[src/split_power_pkg.sv]
// Constants shared by the split power reset and isolation block
`default_nettype none
package split_power_pkg;
  localparam int unsigned CLK_HZ           = 250_000_000;
  localparam int unsigned ADDR_W           = 4;
  localparam int unsigned DATA_W           = 32;
  localparam int unsigned BUS_W            = 8;
  localparam int unsigned SYNC_STAGES      = 2;
  // Register word offsets (byte address = 4 x index)
  localparam logic [3:0]  CTRL_IDX         = 4'h0;
  localparam logic [3:0]  STAT_IDX         = 4'h1;
  localparam logic [3:0]  IRQ_STAT_IDX     = 4'h2;
  localparam logic [3:0]  IRQ_MASK_IDX     = 4'h3;
  // Control fields
  localparam int unsigned CTRL_DUAL_BIT    = 0;
  localparam int unsigned CTRL_WAKE_BIT    = 1;
  localparam logic [1:0]  CTRL_RESET_VAL   = 2'h0;
  // Event bits
  localparam int unsigned EV_OFF_BIT       = 0;
  localparam int unsigned EV_ON_BIT        = 1;
  localparam int unsigned EV_WAKE_BIT      = 2;
  localparam int unsigned EV_W             = 3;
  localparam logic [2:0]  EV_RESET_VAL     = 3'h0;
  localparam logic [31:0] DATA_ZERO        = 32'h0000_0000;
  typedef enum logic [1:0] {ST_OFF, ST_ON, ST_SWITCHOFF} pwr_state_t;
endpackage : split_power_pkg
`default_nettype wire

[src/sync_two_ff.sv]
// Two flip-flop level synchroniser with constant reset value
`default_nettype none
module sync_two_ff #(
  parameter int unsigned W         = 1,
  parameter logic        RESET_VAL = 1'b0
) (
  input  wire logic         clk_i,
  input  wire logic         arst_n_i,
  input  wire logic [W-1:0] async_i,
  output var  logic [W-1:0] sync_o
);
  logic [W-1:0] meta_r;
  logic [W-1:0] meta_nxt;
  logic [W-1:0] sync_nxt;

  always_comb begin
    meta_nxt = async_i;
    sync_nxt = meta_r;
  end

  always_ff @(posedge clk_i or negedge arst_n_i) begin
    if (!arst_n_i) begin
      meta_r <= {W{RESET_VAL}};
      sync_o <= {W{RESET_VAL}};
    end else begin
      meta_r <= meta_nxt;
      sync_o <= sync_nxt;
    end
  end
endmodule // sync_two_ff
`default_nettype wire

[src/shifter_receiver_cell.sv]
// Registered boundary receiver cell bank: zero while shifter is off
`default_nettype none
module shifter_receiver_cell #(
  parameter int unsigned W = 1
) (
  input  wire logic         clk_i,
  input  wire logic         arst_n_i,
  input  wire logic         shifter_off_i,
  input  wire logic [W-1:0] send_i,
  output var  logic [W-1:0] recv_o
);
  logic [W-1:0] recv_nxt;

  genvar g;
  generate
    for (g = 0; g < int'(W); g++) begin : g_cell
      always_comb begin
        recv_nxt[g] = shifter_off_i ? 1'b0 : send_i[g]; // [RL1]
      end
    end
  endgenerate

  always_ff @(posedge clk_i or negedge arst_n_i) begin
    if (!arst_n_i) begin
      recv_o <= '0;
    end else begin
      recv_o <= recv_nxt;
    end
  end
endmodule // shifter_receiver_cell
`default_nettype wire

[src/split_power_reset_isolation.sv]
// Always-on split power reset merge, isolation and wake request logic
// Summary of operation
// RL1: Receiver cells output zero while shifter off, else pass sender value.
// RL2: Peripheral bus toward backup masked except during clock module accesses; the code also masks it while isolated.
// RL3: Backup outputs feeding the core forced to zero while isolated.
// RL4: Dual-domain off or boot select high: core reset follows supply reset only.
// RL5: Otherwise core reset when supply reset or system-on request low.
// RL6: Clock module state reset only by the supply-on reset.
// RL7: System-on request resets only core logic, never the clock module.
// RL8: Power manager removes core power while system-on request is low.
// RL9: In off mode request, wake and supply reset stay functional.
// RL10: Wake request combines sources gated by dual enable and alarm.
// RL11: In off mode general wake source forced to zero.
// RL12: In on state either alarm or general source raises wake.
// RL13: Core-side general wake source tied to zero.
// RL14: Core held in reset until system-on request goes high.
// RL15: On switch-off stop core slow clock and assert core reset.
// RL16: Isolation asserted on switch-off before core supply removal.
// RL17: External alarm source is inverse of on-chip alarm line.
// RL18: Core reset merged glitch-free; overlap never deasserts spuriously.
`default_nettype none
module split_power_reset_isolation
  import split_power_pkg::*;
(
  input  wire logic              clk_i,
  input  wire logic              arst_n_i,
  input  wire logic              system_on_request_i,
  input  wire logic              boot_reset_sel_i,
  input  wire logic              alarm_irq_n_i,
  input  wire logic              slow_clk_i,
  input  wire logic              bus_sel_i,
  input  wire logic [BUS_W-1:0]  bus_data_i,
  input  wire logic [ADDR_W-1:0] reg_addr_i,
  input  wire logic [DATA_W-1:0] reg_wdata_i,
  input  wire logic              reg_wr_i,
  input  wire logic              reg_rd_i,
  input  wire logic [BUS_W-1:0]  backup_data_i,
  output var  logic [DATA_W-1:0] reg_rdata_o,
  output var  logic              core_domain_reset_n_o,
  output var  logic              backup_isolate_o,
  output var  logic              core_slow_clk_en_o,
  output var  logic              external_alarm_source_o,
  output var  logic              wake_request_o,
  output var  logic [BUS_W-1:0]  backup_bus_o,
  output var  logic [BUS_W-1:0]  core_data_o,
  output var  logic              irq_o
);
  // arst_n_i is the supply-on reset; it alone clears this block [RL6] [RL7]
  logic              son_s;
  logic              alarm_n_s;
  logic              boot_s;
  logic [1:0]        ctrl_r;
  logic [1:0]        ctrl_nxt;
  logic [EV_W-1:0]   ev_r;
  logic [EV_W-1:0]   ev_nxt;
  logic [EV_W-1:0]   mask_r;
  logic [EV_W-1:0]   mask_nxt;
  logic [EV_W-1:0]   ev_set;
  logic [DATA_W-1:0] rdata_nxt;
  pwr_state_t        st_r;
  pwr_state_t        st_nxt;
  logic              core_rst_n_nxt;
  logic              iso_nxt;
  logic              clk_en_nxt;
  logic              ext_alarm_nxt;
  logic              wake_nxt;
  logic [BUS_W-1:0]  bus_nxt;
  logic              irq_nxt;
  logic              son_d_r;
  logic              wake_d_r;
  logic              dual_en;
  logic              merge_mode;
  logic              general_wake;

  function automatic logic hit(input logic [ADDR_W-1:0] a, input logic [3:0] idx);
    return a == idx;
  endfunction

  sync_two_ff #(.W(1), .RESET_VAL(1'b0)) u_sync_son (
    .clk_i   (clk_i),
    .arst_n_i(arst_n_i),
    .async_i (system_on_request_i),
    .sync_o  (son_s)
  );
  sync_two_ff #(.W(1), .RESET_VAL(1'b1)) u_sync_alarm (
    .clk_i   (clk_i),
    .arst_n_i(arst_n_i),
    .async_i (alarm_irq_n_i),
    .sync_o  (alarm_n_s)
  );
  sync_two_ff #(.W(1), .RESET_VAL(1'b0)) u_sync_boot (
    .clk_i   (clk_i),
    .arst_n_i(arst_n_i),
    .async_i (boot_reset_sel_i),
    .sync_o  (boot_s)
  );

  // Boundary cells toward the core, blocked while isolated
  shifter_receiver_cell #(.W(BUS_W)) u_rx_cells (
    .clk_i        (clk_i),
    .arst_n_i     (arst_n_i),
    .shifter_off_i(iso_nxt),
    .send_i       (backup_data_i),
    .recv_o       (core_data_o)
  ); // [RL3]

  assign dual_en      = ctrl_r[CTRL_DUAL_BIT];
  assign merge_mode   = dual_en && !boot_s;
  // Core-side general source is tied low; only software test bit feeds it in ON
  assign general_wake = (st_r == ST_ON) ? ctrl_r[CTRL_WAKE_BIT] : 1'b0; // [RL11] [RL13]

  // Power state: the request is the only thing that moves it
  always_comb begin
    st_nxt = st_r;
    case (st_r)
      ST_OFF: begin
        if (son_s) begin
          st_nxt = ST_ON; // [RL14]
        end
      end
      ST_ON: begin
        if (!son_s) begin
          st_nxt = ST_SWITCHOFF; // [RL15]
        end
      end
      ST_SWITCHOFF: begin
        st_nxt = son_s ? ST_ON : ST_OFF;
      end
      default: begin
        st_nxt = ST_OFF;
      end
    endcase
  end

  // Outputs, all registered; reset merge uses only synchronised levels,
  // so the two sources overlapping cannot produce a release pulse
  always_comb begin
    if (merge_mode) begin
      core_rst_n_nxt = son_s && (st_nxt == ST_ON); // [RL5] [RL14] [RL15] [RL18]
      iso_nxt        = (st_nxt != ST_ON);          // [RL16] [RL3]
      clk_en_nxt     = (st_nxt == ST_ON);          // [RL15]
    end else begin
      core_rst_n_nxt = 1'b1;                       // [RL4] supply reset alone
      iso_nxt        = 1'b0;
      clk_en_nxt     = 1'b1;
    end
    ext_alarm_nxt = !alarm_n_s;                                      // [RL17]
    wake_nxt      = dual_en && (ext_alarm_nxt || general_wake);      // [RL10] [RL12] [RL9]
    bus_nxt       = (bus_sel_i && !iso_nxt) ? bus_data_i : '0;      // [RL2]
    irq_nxt       = |(ev_nxt & mask_nxt);
  end

  // Registers: sticky events set wins over write-one clear
  always_comb begin
    ctrl_nxt = ctrl_r;
    mask_nxt = mask_r;
    ev_set   = '0;
    ev_set[EV_OFF_BIT]  = son_d_r && !son_s;
    ev_set[EV_ON_BIT]   = !son_d_r && son_s;
    ev_set[EV_WAKE_BIT] = wake_nxt && !wake_d_r;
    ev_nxt   = ev_r;
    if (reg_wr_i && hit(reg_addr_i, CTRL_IDX)) begin
      ctrl_nxt = reg_wdata_i[1:0];
    end
    if (reg_wr_i && hit(reg_addr_i, IRQ_MASK_IDX)) begin
      mask_nxt = reg_wdata_i[EV_W-1:0];
    end
    if (reg_wr_i && hit(reg_addr_i, IRQ_STAT_IDX)) begin
      ev_nxt = ev_nxt & ~reg_wdata_i[EV_W-1:0];
    end
    ev_nxt    = ev_nxt | ev_set;
    rdata_nxt = DATA_ZERO;
    if (reg_rd_i) begin
      case (reg_addr_i)
        CTRL_IDX:     rdata_nxt = {30'h0000_0000, ctrl_r};
        STAT_IDX:     rdata_nxt = {26'h000_0000, st_r, backup_isolate_o,
                                   core_domain_reset_n_o, wake_request_o, son_s};
        IRQ_STAT_IDX: rdata_nxt = {29'h0000_0000, ev_r};
        IRQ_MASK_IDX: rdata_nxt = {29'h0000_0000, mask_r};
        default:      rdata_nxt = DATA_ZERO;
      endcase
    end
  end

  always_ff @(posedge clk_i or negedge arst_n_i) begin
    if (!arst_n_i) begin
      st_r                    <= ST_OFF;
      ctrl_r                  <= CTRL_RESET_VAL;
      ev_r                    <= EV_RESET_VAL;
      mask_r                  <= EV_RESET_VAL;
      son_d_r                 <= 1'b0;
      wake_d_r                <= 1'b0;
      reg_rdata_o             <= DATA_ZERO;
      core_domain_reset_n_o   <= 1'b0; // [RL4] [RL6]
      backup_isolate_o        <= 1'b1;
      core_slow_clk_en_o      <= 1'b0;
      external_alarm_source_o <= 1'b0;
      wake_request_o          <= 1'b0;
      backup_bus_o            <= '0;
      irq_o                   <= 1'b0;
    end else begin
      st_r                    <= st_nxt;
      ctrl_r                  <= ctrl_nxt;
      ev_r                    <= ev_nxt;
      mask_r                  <= mask_nxt;
      son_d_r                 <= son_s;
      wake_d_r                <= wake_nxt;
      reg_rdata_o             <= rdata_nxt;
      core_domain_reset_n_o   <= core_rst_n_nxt;
      backup_isolate_o        <= iso_nxt;
      core_slow_clk_en_o      <= clk_en_nxt;
      external_alarm_source_o <= ext_alarm_nxt;
      wake_request_o          <= wake_nxt;
      backup_bus_o            <= bus_nxt;
      irq_o                   <= irq_nxt;
    end
  end
endmodule // split_power_reset_isolation
`default_nettype wire

[config.mk]
export PLATFORM = sky130hd
export DESIGN_NAME = split_power_reset_isolation
export DESIGN_NICKNAME = d
export VERILOG_FILES = /design/src/split_power_pkg.sv /design/src/sync_two_ff.sv /design/src/shifter_receiver_cell.sv /design/src/split_power_reset_isolation.sv
export SDC_FILE = /design/constraint.sdc
export NUM_CORES = 1
export LEC_CHECK = 0
export BUFFER_PORTS_ARGS = -buffer_cell sky130_fd_sc_hd__buf_2
export CORE_UTILIZATION = 43
export CTS_CLUSTER_SIZE = 25
export DETAILED_ROUTE_END_ITERATION = 12
export PLACE_DENSITY = 0.8
export REMOVE_ABC_BUFFERS = 1
export SYNTH_ARGS = -nofsm -noshare
export SYNTH_HDL_FRONTEND = slang
export SYNTH_SLANG_ARGS = --single-unit
[constraint.sdc]
create_clock -name clk_i -period 1.9 [get_ports clk_i]
set_input_delay 0.19 -clock clk_i [delete_from_list [all_inputs] [get_ports clk_i]]
set_output_delay 0.19 -clock clk_i [all_outputs]
set_load 0.01 [all_outputs]
==> results.tsv <==
metric	value	unit
WP data required	2.08	ns
Initial Utilization	46.2	%
CTS resizes	0	
Sink Count	45	
Crit path largest cell delay	0.58	ns
Mapped Cells	150	
die area	4720	um^2
initial antenna violation count	0	
Die Ht	68.7	um
CP endpoint kind	flop	
Cell variety after synth	37	
#FFs+latches synth	45	
r2r setup slk	0.35	ns
FMAX	643	MHz
hold_ws	0.107	ns
nets@finish	277	
port bufs	58	
GRT Total Usage	14.6	%
Hold Vio Cnt, Final	0	
register area share after synthesis	59.1	%
final critical-path share of the clock period	81.8	%
Worst Tran Pin Value	0.553	ns
area delta synth->final	19.1	%
Setup CP Type	reg2reg	
post-DP HPWL	2270	um
first-pass iteration count of the detailed router	4	
number of nets with antenna violations after detailed routing	0	
Startpoint Class	flop	
post-synth top area share	54.9	%
Setup TNS	0	ns
DRC Markers	0	
unrepaired setup endpoints after global routing	false	
Mapped Area	1910	um^2
r2r endpoint	backup_bus_o[6]$_DFF_PN0_	
static leakage	1.20	nW
crit-path cells	a21boi_4 > or3b_1 > and3_2	
status	finished clean	
TritonCTS clock tree	done	
Hold Crit Start	backup_data_i[3]	
number of synthesized flops with an enable pin	0	
R2R cell count	3	
Avg WL per Cell	11.5	um
Die Width	68.7	um
Pwr Total	1.99	mW
gpl congestion	0.831	
Total Routed Length	3070	um
clock skew	0.00888	ns
Synth area leaders	dfrtp_1, buf_4, dfstp_2, and2_4, and3_2	
fraction of registers with async set/reset	100	%
count leader, synth	dfrtp_1	
total CTS buffers	5	
Worst Path Max Fanout	18	
layout cells sized above 1	44.7	%
CP endpoint	backup_bus_o[6]$_DFF_PN0_	
diodes inserted	0	
Worst Setup SP	u_sync_son.sync_o$_DFF_PN0_	
top post-synthesis cells by count	dfrtp_1, buf_4, and2_4, and3_2	
num ports	115	
peak supply drop	0.344	mV
total global routing overflow	0	
Vias/cell	4.51	
postcts setup bufs	0	
Critical R2R Launch	u_sync_son.sync_o$_DFF_PN0_	
# rows	23	
Worst path slowest cell	or3b_1	
first-pass GRT wire length	4850	um
Avg Cell Area, Syn	12.8	um^2
synth warn	0	
dpl cells	255	
non-filler cells in the finished layout	267	
ys flop type	dfrtp_1	
Rel. slew slack	63.1	%
vias in the first global route	1129	
clk_lat worst skew	0.29	ns
CTS root buffer	clkbuf_8	
DR vias	1203	
PD cells	874	nW/um^2
Setup Viol. Count Final	0	
largest net degree at the start of global routing	46	
H-tree depth	2	
Clock Path Buffers	2	
Pins Over Slew Limit	0	
hold depth	2	
dominant cell type by area after synthesis	dfrtp_1	
CP Data Arrival Time	1.74	ns
Hold Crit Class	in2reg	
Final Critical Period	1.55	ns
Placeable Area	4140	um^2
drt initial violations	74	
MaxCap Viol Count	0	
Clk pin slew, worst setup/hold paths	0.08	ns
[through the flow]
step	util, %	setup WS [ns]	area, um^2
floorplan	-	0.458	1780
CTS	55.0	0.325	2280
global route	55.0	0.252	2280
finish	55.0	0.346	2280
detailed placement	51.8	0.327	2140
global placement	51.8	0.371	2140
[logic make-up (layout without fill, tap and decap cells)]
| family | after synthesis | count (layout) | share of synthesized area (%) |
|---|---|---|---|
| other | 1 | 26 | 0.196 |
| flip-flops | 45 | 45 | 59.1 |
| buffers and inverters | 37 | 79 | 13.4 |
| AO/OA/AOI/OAI | 13 | 13 | 5.56 |
| multiplexers | 7 | 7 | 5.23 |
| AND/OR/NAND/NOR | 47 | 47 | 16.5 |
[worst min-delay path by stage]
stage,endpoint,slack [ns]
6_report,u_rx_cells.recv_o[3]$_DFF_PN0_,0.11
3_3_place_gp,u_rx_cells.recv_o[2]$_DFF_PN0_,0.30
4_1_cts,u_rx_cells.recv_o[3]$_DFF_PN0_,0.09
2_1_floorplan,backup_bus_o[0]$_DFF_PN0_,-0.11
3_5_place_dp,u_rx_cells.recv_o[5]$_DFF_PN0_,0.30
5_1_grt,u_rx_cells.recv_o[6]$_DFF_PN0_,0.09
[critical path, delay by kind of cell (launching register included)]
family | cells | cell delay, ns
and+or+nand+nor | 2 | 0.90
DFF | 1 | 0.40
AOI/OAI and AO/OA | 1 | 0.14
[routing by layer]
layer | GRT usage (%) | part of all wire (%) | vias to the layer above
met1 | 15.6 | 40 | 571
met5 | 0 | 0 | -
met4 | 8.67 | 2.3 | 0
met2 | 25.0 | 52 | 48
met3 | 4.77 | 6.0 | 8
li1 | - | - | 576
[placed cells by master, fill, tap and decap left out, types with 3 or more instances in the layout]
| master | netlist | layout |
|---|---|---|
| and3_2 | 8 | 8 |
| conb_1 | 1 | 26 |
| dlygate4sd3_1 | 0 | 4 |
| dfstp_2 | 3 | 3 |
| nand3b_1 | 3 | 3 |
| inv_1 | 7 | 7 |
| dfrtp_1 | 42 | 42 |
| and2_4 | 8 | 8 |
| and3_1 | 3 | 3 |
| clkbuf_8 | 0 | 6 |
| nor2_1 | 3 | 3 |
| nand2_1 | 7 | 7 |
| mux2_2 | 4 | 4 |
| and2_1 | 3 | 3 |
| buf_2 | 1 | 58 |
[power by group]
group / total (mW) / internal, mW / switching [mW]
clock network: 0.595 / 0.295 / 0.300
logic: 0.312 / 0.156 / 0.156
registers: 1.08 / 1.04 / 0.0432
total: 1.99 / 1.49 / 0.500
[area by class of cell]
| type | count | area (um^2) |
|---|---|---|
| Tap cell | 50 | 62.6 |
| Inverter | 7 | 26.3 |
| Sequential cell | 45 | 1130 |
| Timing Repair Buffer | 64 | 345 |
| Clock buffer | 7 | 86.3 |
| Multi-Input combinational cell | 93 | 621 |
| Fill cell | 357 | 1870 |
| Clock inverter | 1 | 7.51 |
[what timing repair did]
item,4_1_cts,5_1_grt
hold buffers,4,0
endpoints found under the hold margin,45,0
setup endpoints to repair,0,0
[sequential cells by signal, summed over array words and instances (netlist names), 2 cells and up]
name / cells
reg_rdata_o: 6
mask_r: 3
ev_r: 3
st_r: 2
backup_bus_o: 8
u_rx_cells.recv_o: 8
ctrl_r: 2
Power figures use the tool's default switching activity.
